File: config.mk
export PLATFORM = sky130hd
export DESIGN_NAME = ies_core
export DESIGN_NICKNAME = d
export VERILOG_FILES = /design/src/hw/ies_pkg.sv /design/src/hw/ies_core.sv
export SDC_FILE = /design/constraint.sdc
export NUM_CORES = 2
export LEC_CHECK = 0
export BUFFER_PORTS_ARGS = -buffer_cell sky130_fd_sc_hd__buf_4
export CORE_MARGIN = 10
export CORE_UTILIZATION = 27
export CTS_CLUSTER_SIZE = 28
export DETAILED_ROUTE_END_ITERATION = 8
export SLEW_MARGIN = 20
export SYNTH_ARGS = -nofsm -noshare
export SYNTH_HDL_FRONTEND = slang
export SYNTH_SLANG_ARGS = --single-unit
File: constraint.sdc
create_clock -name sys_clk -period 9.7 [get_ports sys_clk]
set_input_delay 1.455 -clock sys_clk [delete_from_list [all_inputs] [get_ports sys_clk]]
set_output_delay 1.455 -clock sys_clk [all_outputs]
set_load 0.02 [all_outputs]
File: src/hw/ies_pkg.sv
// Package with the constants, opcodes and register map of the instruction execution subset.
package ies_pkg;

    // ------------------------------------------------------------------
    // Widths.
    // ------------------------------------------------------------------
    localparam int unsigned DATA_W    = 8;
    localparam int unsigned FADDR_W   = 7;
    localparam int unsigned BIT_W     = 3;
    localparam int unsigned IMM_W     = 11;
    localparam int unsigned PC_W      = 13;
    localparam int unsigned PCU_W     = 5;
    localparam int unsigned RADDR_W   = 4;
    localparam int unsigned PCU_LO    = 3;
    localparam int unsigned PCU_HI    = 4;

    // ------------------------------------------------------------------
    // Instruction selector presented on the issue port.
    // ------------------------------------------------------------------
    typedef enum logic [2:0] {
        OP_NOP      = 3'h0,
        OP_BIT_SET  = 3'h1,
        OP_AND_LIT  = 3'h2,
        OP_AND_REG  = 3'h3,
        OP_TEST_CLR = 3'h4,
        OP_TEST_SET = 3'h5,
        OP_WDOG_CLR = 3'h6,
        OP_CALL     = 3'h7
    } ies_op_t;

    // ------------------------------------------------------------------
    // Register map, offsets on the plain register port.
    // ------------------------------------------------------------------
    localparam logic [3:0] REG_ACCUM     = 4'h0;
    localparam logic [3:0] REG_STATUS    = 4'h1;
    localparam logic [3:0] REG_PC_UPPER  = 4'h2;
    localparam logic [3:0] REG_PC_LOW    = 4'h3;
    localparam logic [3:0] REG_PC_HIGH   = 4'h4;
    localparam logic [3:0] REG_WDOG_CNT  = 4'h5;
    localparam logic [3:0] REG_WDOG_PRE  = 4'h6;
    localparam logic [3:0] REG_STACK_PTR = 4'h7;
    localparam logic [3:0] REG_FILE_ADDR = 4'h8;
    localparam logic [3:0] REG_FILE_DATA = 4'h9;

    // Status register field positions.
    localparam int unsigned STAT_ZERO_BIT = 0;
    localparam int unsigned STAT_PDN_BIT  = 1;
    localparam int unsigned STAT_TON_BIT  = 2;

    // ------------------------------------------------------------------
    // Reset values.
    // ------------------------------------------------------------------
    localparam logic [7:0]  RST_ACCUM  = 8'h00;
    localparam logic [12:0] RST_PC     = 13'h0000;
    localparam logic [4:0]  RST_PCU    = 5'h00;
    localparam logic [7:0]  RST_WDOG   = 8'h00;
    localparam logic        RST_ZERO   = 1'b0;
    localparam logic        RST_TON    = 1'b1;
    localparam logic        RST_PDN    = 1'b1;

    // Timing: sys_clk cycles per instruction cycle.
    localparam int unsigned CYCLE_DIV_DEF   = 4;
    localparam int unsigned STACK_DEPTH_DEF = 8;

endpackage

File: src/hw/ies_core.sv
// Execution unit for the bit, AND, bit-test, watchdog-clear and call instructions.
`timescale 1ns/1ps

module ies_core
    import ies_pkg::*;
#(
    parameter int unsigned CYCLE_DIV   = CYCLE_DIV_DEF,
    parameter int unsigned STACK_DEPTH = STACK_DEPTH_DEF
) (
    // Clock and reset.
    input  wire logic                 sys_clk,
    input  wire logic                 rst_b,
    // Instruction issue.
    input  wire logic                 instrValid,
    input  wire logic [2:0]           instrOp,
    input  wire logic [FADDR_W-1:0]   instrFile,
    input  wire logic [BIT_W-1:0]     instrBit,
    input  wire logic                 instrDest,
    input  wire logic [IMM_W-1:0]     instrImm,
    output logic                      instrAck,
    output logic                      instrDiscard,
    // Watchdog time base.
    input  wire logic                 wdogTick,
    // Register port.
    input  wire logic [RADDR_W-1:0]   regAddr,
    input  wire logic [DATA_W-1:0]    regWrData,
    input  wire logic                 regWrStb,
    input  wire logic                 regRdStb,
    output logic      [DATA_W-1:0]    regRdData,
    // Core state.
    output logic      [PC_W-1:0]      pcOut,
    output logic      [PC_W-1:0]      stackTop,
    output logic                      zeroFlag,
    output logic                      timeoutStatusN,
    output logic                      powerdownStatusN
);

    // ------------------------------------------------------------------
    // Elaboration checks.
    // ------------------------------------------------------------------
    localparam int unsigned DIV_W = (CYCLE_DIV > 1) ? $clog2(CYCLE_DIV) : 1;
    localparam int unsigned SP_W  = (STACK_DEPTH > 1) ? $clog2(STACK_DEPTH) : 1;

    // The stack pointer wraps by plain overflow, so the depth must be a power of two.
    generate
        if (CYCLE_DIV < 1 || STACK_DEPTH < 2 || (STACK_DEPTH & (STACK_DEPTH - 1)) != 0) begin : g_bad
            $error("ies_core: CYCLE_DIV must be >= 1 and STACK_DEPTH a power of two >= 2.");
        end
    endgenerate

    // ------------------------------------------------------------------
    // Types, functions and state.
    // ------------------------------------------------------------------
    typedef enum logic [1:0] {
        ST_RUN   = 2'b01,
        ST_FLUSH = 2'b10
    } ies_state_t;

    // One-hot mask for a bit number; shared by bit-set and both bit tests.
    function automatic logic [DATA_W-1:0] bitMask(input logic [BIT_W-1:0] sel);
        logic [DATA_W-1:0] m;
        m = '0;
        m[sel] = 1'b1;
        return m;
    endfunction

    ies_state_t              state_r;
    ies_state_t              state_nxt;
    logic [DIV_W-1:0]        divCnt_r;
    logic [DATA_W-1:0]       accum_r;
    logic                    zero_r;
    logic                    toN_r;
    logic                    pdN_r;
    logic [PC_W-1:0]         pc_r;
    logic [PCU_W-1:0]        pcUpper_r;
    logic [DATA_W-1:0]       wdogCnt_r;
    logic [DATA_W-1:0]       wdogPre_r;
    logic [SP_W-1:0]         stackPtr_r;
    logic [PC_W-1:0]         stackTop_r;
    logic [FADDR_W-1:0]      swFileAddr_r;
    logic                    flushSkip_r;
    logic                    ack_r;
    logic                    discard_r;
    logic [DATA_W-1:0]       rdData_r;
    logic [DATA_W-1:0]       fileMem [0:(1<<FADDR_W)-1];
    logic [PC_W-1:0]         stackMem [0:STACK_DEPTH-1];

    // ------------------------------------------------------------------
    // Instruction cycle enable.
    // ------------------------------------------------------------------
    // One instruction cycle spans CYCLE_DIV sys_clk cycles, like the phased core clock.
    wire cycleEn = (divCnt_r == DIV_W'(CYCLE_DIV - 1));

    always_ff @(posedge sys_clk or negedge rst_b) begin
        if (!rst_b) begin
            divCnt_r <= '0;
        end else if (cycleEn) begin
            divCnt_r <= '0;
        end else begin
            divCnt_r <= divCnt_r + 1'b1;
        end
    end

    // ------------------------------------------------------------------
    // Decode.
    // ------------------------------------------------------------------
    wire                take      = cycleEn && instrValid && (state_r == ST_RUN);
    wire                flushTick = cycleEn && (state_r == ST_FLUSH);
    wire                isBitSet  = (instrOp == OP_BIT_SET);
    wire                isAndLit  = (instrOp == OP_AND_LIT);
    wire                isAndReg  = (instrOp == OP_AND_REG);
    wire                isTestClr = (instrOp == OP_TEST_CLR);
    wire                isTestSet = (instrOp == OP_TEST_SET);
    wire                isWdogClr = (instrOp == OP_WDOG_CLR);
    wire                isCall    = (instrOp == OP_CALL);
    wire [DATA_W-1:0]   fileRd    = fileMem[instrFile];
    wire [DATA_W-1:0]   selMask   = bitMask(instrBit);

    // Bit-set only ors in the selected bit; flags are left alone.
    wire [DATA_W-1:0]   bitSetVal = fileRd | selMask;

    // Literal form takes the low byte of the immediate, register form the file byte.
    wire [DATA_W-1:0]   andOperand = isAndLit ? instrImm[DATA_W-1:0] : fileRd;
    wire [DATA_W-1:0]   andResult  = accum_r & andOperand;
    wire                andZero    = (andResult == '0);

    // Bit tests read the file byte and decide whether the next slot is a no-op.
    wire                testedBit = |(fileRd & selMask);
    wire                doSkip    = (isTestClr && !testedBit) || (isTestSet && testedBit);

    // Destination select for the register form of AND.
    wire                fileWrIns = take && (isBitSet || (isAndReg && instrDest));
    wire                accWrIns  = take && (isAndLit || (isAndReg && !instrDest));
    wire                zeroWrIns = take && (isAndLit || isAndReg);
    wire [DATA_W-1:0]   fileWrVal = isBitSet ? bitSetVal : andResult;

    // Call target: immediate in the low bits, paging bits from the upper latch.
    wire [PC_W-1:0]     pcPlusOne = pc_r + 1'b1;
    wire [PC_W-1:0]     callTgt   = {pcUpper_r[PCU_HI:PCU_LO], instrImm};
    wire                pushEn    = take && isCall;
    wire                wdogClr   = take && isWdogClr;

    // Software access decode.
    wire                swWrAccum  = regWrStb && (regAddr == REG_ACCUM);
    wire                swWrStatus = regWrStb && (regAddr == REG_STATUS);
    wire                swWrPcu    = regWrStb && (regAddr == REG_PC_UPPER);
    wire                swWrFAddr  = regWrStb && (regAddr == REG_FILE_ADDR);
    wire                swWrFData  = regWrStb && (regAddr == REG_FILE_DATA);

    // ------------------------------------------------------------------
    // Sequencer.
    // ------------------------------------------------------------------
    // A skip or a call turns the following instruction slot into a no-op.
    always_comb begin
        state_nxt = state_r;
        case (state_r)
            ST_RUN: begin
                if (take && (doSkip || isCall)) begin
                    state_nxt = ST_FLUSH;
                end
            end
            ST_FLUSH: begin
                if (flushTick) begin
                    state_nxt = ST_RUN;
                end
            end
            default: begin
                state_nxt = ST_RUN;
            end
        endcase
    end

    always_ff @(posedge sys_clk or negedge rst_b) begin
        if (!rst_b) begin
            state_r     <= ST_RUN;
            flushSkip_r <= 1'b0;
        end else begin
            state_r     <= state_nxt;
            if (take) begin
                flushSkip_r <= doSkip;
            end
        end
    end

    // Acknowledge every instruction taken; one offered during the no-op slot is discarded.
    always_ff @(posedge sys_clk or negedge rst_b) begin
        if (!rst_b) begin
            ack_r     <= 1'b0;
            discard_r <= 1'b0;
        end else begin
            ack_r     <= take || (flushTick && instrValid);
            discard_r <= flushTick && instrValid;
        end
    end

    // ------------------------------------------------------------------
    // Program counter, upper latch and return stack.
    // ------------------------------------------------------------------
    // A skipped instruction still consumes its address; the call slot keeps the new target.
    always_ff @(posedge sys_clk or negedge rst_b) begin
        if (!rst_b) begin
            pc_r <= RST_PC;
        end else if (take) begin
            pc_r <= isCall ? callTgt : pcPlusOne;
        end else if (flushTick && flushSkip_r) begin
            pc_r <= pcPlusOne;
        end
    end

    always_ff @(posedge sys_clk or negedge rst_b) begin
        if (!rst_b) begin
            pcUpper_r <= RST_PCU;
        end else if (swWrPcu) begin
            pcUpper_r <= regWrData[PCU_W-1:0];
        end
    end

    // The stack is circular: an overflow silently overwrites the oldest entry.
    always_ff @(posedge sys_clk or negedge rst_b) begin
        if (!rst_b) begin
            stackPtr_r <= '0;
            stackTop_r <= RST_PC;
        end else if (pushEn) begin
            stackPtr_r <= stackPtr_r + 1'b1;
            stackTop_r <= pcPlusOne;
        end
    end

    // Stack storage has no reset; only pushed entries are meaningful.
    always_ff @(posedge sys_clk) begin
        if (pushEn) begin
            stackMem[stackPtr_r] <= pcPlusOne;
        end
    end

    // ------------------------------------------------------------------
    // Accumulator and status bits.
    // ------------------------------------------------------------------
    // An executing instruction wins over a software write in the same cycle.
    always_ff @(posedge sys_clk or negedge rst_b) begin
        if (!rst_b) begin
            accum_r <= RST_ACCUM;
            zero_r  <= RST_ZERO;
        end else begin
            if (accWrIns) begin
                accum_r <= andResult;
            end else if (swWrAccum) begin
                accum_r <= regWrData;
            end
            if (zeroWrIns) begin
                zero_r <= andZero;
            end else if (swWrStatus) begin
                zero_r <= regWrData[STAT_ZERO_BIT];
            end
        end
    end

    // Software may clear the active-low bits; a watchdog-clear in the same cycle sets them.
    always_ff @(posedge sys_clk or negedge rst_b) begin
        if (!rst_b) begin
            toN_r <= RST_TON;
            pdN_r <= RST_PDN;
        end else if (wdogClr) begin
            toN_r <= 1'b1;
            pdN_r <= 1'b1;
        end else if (swWrStatus) begin
            toN_r <= regWrData[STAT_TON_BIT];
            pdN_r <= regWrData[STAT_PDN_BIT];
        end
    end

    // ------------------------------------------------------------------
    // Watchdog counter and prescaler.
    // ------------------------------------------------------------------
    // The clear beats a tick arriving in the same cycle so the count restarts from zero.
    always_ff @(posedge sys_clk or negedge rst_b) begin
        if (!rst_b) begin
            wdogPre_r <= RST_WDOG;
            wdogCnt_r <= RST_WDOG;
        end else if (wdogClr) begin
            wdogPre_r <= RST_WDOG;
            wdogCnt_r <= RST_WDOG;
        end else if (wdogTick) begin
            wdogPre_r <= wdogPre_r + 1'b1;
            if (&wdogPre_r) begin
                wdogCnt_r <= wdogCnt_r + 1'b1;
            end
        end
    end

    // ------------------------------------------------------------------
    // File registers.
    // ------------------------------------------------------------------
    always_ff @(posedge sys_clk or negedge rst_b) begin
        if (!rst_b) begin
            swFileAddr_r <= '0;
        end else if (swWrFAddr) begin
            swFileAddr_r <= regWrData[FADDR_W-1:0];
        end
    end

    // File storage has no reset, as in a real register file; instructions win over software.
    always_ff @(posedge sys_clk) begin
        if (fileWrIns) begin
            fileMem[instrFile] <= fileWrVal;
        end else if (swWrFData) begin
            fileMem[swFileAddr_r] <= regWrData;
        end
    end

    // ------------------------------------------------------------------
    // Register read port.
    // ------------------------------------------------------------------
    logic [DATA_W-1:0] rdMux;

    // Unmapped offsets read as zero.
    always_comb begin
        rdMux = '0;
        case (regAddr)
            REG_ACCUM:     rdMux = accum_r;
            REG_STATUS:    rdMux = DATA_W'({toN_r, pdN_r, zero_r});
            REG_PC_UPPER:  rdMux = DATA_W'(pcUpper_r);
            REG_PC_LOW:    rdMux = pc_r[DATA_W-1:0];
            REG_PC_HIGH:   rdMux = DATA_W'(pc_r[PC_W-1:DATA_W]);
            REG_WDOG_CNT:  rdMux = wdogCnt_r;
            REG_WDOG_PRE:  rdMux = wdogPre_r;
            REG_STACK_PTR: rdMux = DATA_W'(stackPtr_r);
            REG_FILE_ADDR: rdMux = DATA_W'(swFileAddr_r);
            REG_FILE_DATA: rdMux = fileMem[swFileAddr_r];
            default:       rdMux = '0;
        endcase
    end

    // Read data stand only in the cycle after the strobe.
    always_ff @(posedge sys_clk or negedge rst_b) begin
        if (!rst_b) begin
            rdData_r <= '0;
        end else begin
            rdData_r <= regRdStb ? rdMux : '0;
        end
    end

    // ------------------------------------------------------------------
    // Outputs, all straight from flip-flops.
    // ------------------------------------------------------------------
    assign instrAck         = ack_r;
    assign instrDiscard     = discard_r;
    assign regRdData        = rdData_r;
    assign pcOut            = pc_r;
    assign stackTop         = stackTop_r;
    assign zeroFlag         = zero_r;
    assign timeoutStatusN   = toN_r;
    assign powerdownStatusN = pdN_r;

endmodule

==> results_dict.tcl <==
set metrics [dict create \
    start_util_pct 27.2 \
    clkSinkCount 1107 \
    clockBufferDepth 3 \
    hold_viol 0 \
    avgViaCountPerCell 5.46 \
    vias 31500 \
    p_switching_mw 3.47 \
    wl_met1_um 65700 \
    globalRouteOverflowTotal 0 \
    path_max_fanout 65 \
    cts-hold-fix-buffers 0 \
    setup_viol 0 \
    topRoutingLayerUsed "met5" \
    grt_max_degree 112 \
    rows 162 \
    crit_path_top_delay_cell "buf_4" \
    power.share.sequential_pct 44.9 \
    cp.arrival_ps 6460 \
    period_share_pct 62.2 \
    placed_cell_area_um2 56800 \
    slew_headroom_pct 17.2 \
    setup_tns_ps 0 \
    ys_seq_area_share_pct 61.8 \
    clk_pin_slew_worst_paths_ps 60 \
    finalCriticalPeriod_ps 6030 \
    power_density_nw_per_um2 206 \
    coreArea_um2 195000 \
    async_flop_share_pct 7.50 \
    cp.required_ps 10130 \
    grtUsageTotal_pct 15.0 \
    tightest_slew_ps 1230 \
    drv_slew 0 \
    rsz0062_at_grt "false" \
    ys_ff_latch 1107 \
    wl_um 166000 \
    grt_pass1_wl_um 238000 \
    ir_drop_mv 0.171 \
    hp-class "register to register" \
    synthFlopType "edfxtp_1" \
    p_leak_nw 19.2 \
    first_iter_violations 4252 \
    fin_hold_ws_ps 438 \
    path_cells "buf_8, buf_12, mux4_2, nand2_1, a32o_1, a221oi_1, and2_1, o21ai_0, nand3_1, o211ai_1, o21ai_0, mux2_4, buf_4" \
    place.gp.congestion 0.908 \
    critical_path_class "input pin to register" \
    cts_tree "built" \
    switching_share_pct 27.7 \
    fmax_ghz 0.166 \
    skew_ps 48.7 \
    tritoncts.num_buffers 109 \
    cts_resized 0 \
    startpoint_type "input pin" \
    clk_latency_ps 770 \
    root_buffer "clkbuf_16" \
    crit_top_cell "o21ai_0" \
    final_common_cell "edfxtp_1" \
    cap_violations 0 \
    io_pins 82 \
    path_buf_inv 3 \
    antenna_left 0 \
    p_comb_share_pct 19.4 \
    yosys_warnings 0 \
    antenna_found_initial 7 \
    synth_cells 2983 \
    final_cell_mix "edfxtp_1 (1024), mux4_2 (518), nor2_1 (178), mux2i_1 (169), buf_4 (167)" \
    port_buffers 81 \
    post-cts-setup-buffers 0 \
    dr_wl_met2_um 76900 \
    final_area_um2 60600 \
    synth.net_count 3031 \
    place.detailed.hpwl_um 109000 \
    grt_pass1_vias 31600 \
    slowest_delay_ps 700 \
    synth_edf_count 1024 \
    nets 3097 \
    crit_family "buffers and inverters" \
    drive_gt1_share_pct 30.8 \
    wl_per_cell_um 28.9 \
    dieArea_um2 215000 \
    h-tree-depth 3 \
    die_h_um 464 \
    p_clk_share_pct 35.7 \
    status "finished clean" \
    avgSynthCellArea_um2 17.8 \
    wl_met3_um 15700 \
    dr.pass1.iters 6 \
    drc 0 \
    p_total_mw 12.5 \
    netlist_area_um2 53100 \
    die_w_um 464 \
    synthToLayoutAreaGrowth_pct 14.2 \
    end_kind "register" \
    yosysUniqueCellTypes 75 \
    intPower_mw 9.04 \
]
## state kept, by name (all words and copies together) (netlist names), 7 cells and up
signal and flops:
swFileAddr_r 7, wdogPre_r 8, wdogCnt_r 8, pcOut 13
fileMem 1024, accum_r 8, stackTop 13, regRdData 8
## Yosys cell counts, types with 18 or more instances
master / number / area share (%)
edfxtp_1: 1024 / 58
mux4_2: 518 / 22
nor2_1: 207 / 1.5
mux2i_1: 169 / 3.2
nand2_1: 140 / 0.99
clkbuf_1: 116 / 0.82
dfrtp_1: 80 / 3.8
o21ai_0: 76 / 0.72
a22oi_1: 62 / 0.88
nand3_1: 60 / 0.57
buf_2: 57 / 0.54
a21oi_1: 44 / 0.41
o22ai_1: 41 / 0.48
mux2_2: 33 / 0.70
buf_6: 24 / 0.51
and3_1: 22 / 0.26
nor2b_1: 18 / 0.21
## final cells by class
cell class | count | area (um2)
clock inverter | 76 | 903
tap | 2624 | 3280
clock buffer | 129 | 2800
inverter | 9 | 33.8
sequential | 1107 | 32800
timing repair buffer | 178 | 1480
antenna | 1 | 2.50
multi-input combinational | 1644 | 19300
fill | 18800 | 135000
## through the flow
| step | utilization [%] | setup WS (ps) | std cells |
|---|---|---|---|
| after detailed placement | 29.1 | 2810 | 5559 |
| after global routing | 31.1 | 3380 | 5768 |
| after CTS | 31.0 | 3600 | 5764 |
| after global placement | 29.1 | 2910 | 5558 |
| final | 31.1 | 3670 | 5768 |
| after floorplan | - | 43.7 | 2983 |
## cell families after synthesis
logic type / share of synthesized area (%)
DFF: 61.8
muxes: 26.3
and+or+nand+nor: 4.83
AOI/OAI and AO/OA: 4.18
buffers and inverters: 2.27
xor gates and xnor gates: 0.462
adders and majority gates: 0.118
## final timing paths
check                             start               to  slack (ps)  cells after the start
max                        instrFile[0]   fileMem[91][4]        3670                     13
min                         divCnt_r[0]      divCnt_r[0]         440                      1
max reg2reg                 divCnt_r[0]   fileMem[79][4]        4750                      8
min reg2reg                 divCnt_r[0]      divCnt_r[0]         440                      1
max in group asynchronous         rst_b  swFileAddr_r[3]        7960                      2
min in group asynchronous         rst_b         pcOut[8]         670                      1
## worst reg2reg max path: stages, from the launching register on
cell,delay (ps)
dfrtp_1,360
ha_1,340
nand3_1,160
or4_1,580
nor2b_2,200
buf_4,260
o21ai_0,1040
nand3_1,610
nor2_1,1010
## power by group through the flow
stage	sequential (mW)	clock [mW]	combinational, mW
after global placement	5.72	0	2.37
after detailed placement	5.72	0	2.39
final	5.62	4.46	2.43
after floorplan	5.72	0	1.54
after CTS	5.62	4.52	2.40
after global routing	5.63	4.71	2.53
## layer usage
metal	track usage, %	vias up
met1	19.9	16600
met2	23.5	1846
li1	-	12700
met5	0	-
met3	3.09	373
met4	6.92	10
No activity file was read; power rests on OpenSTA's default activity.
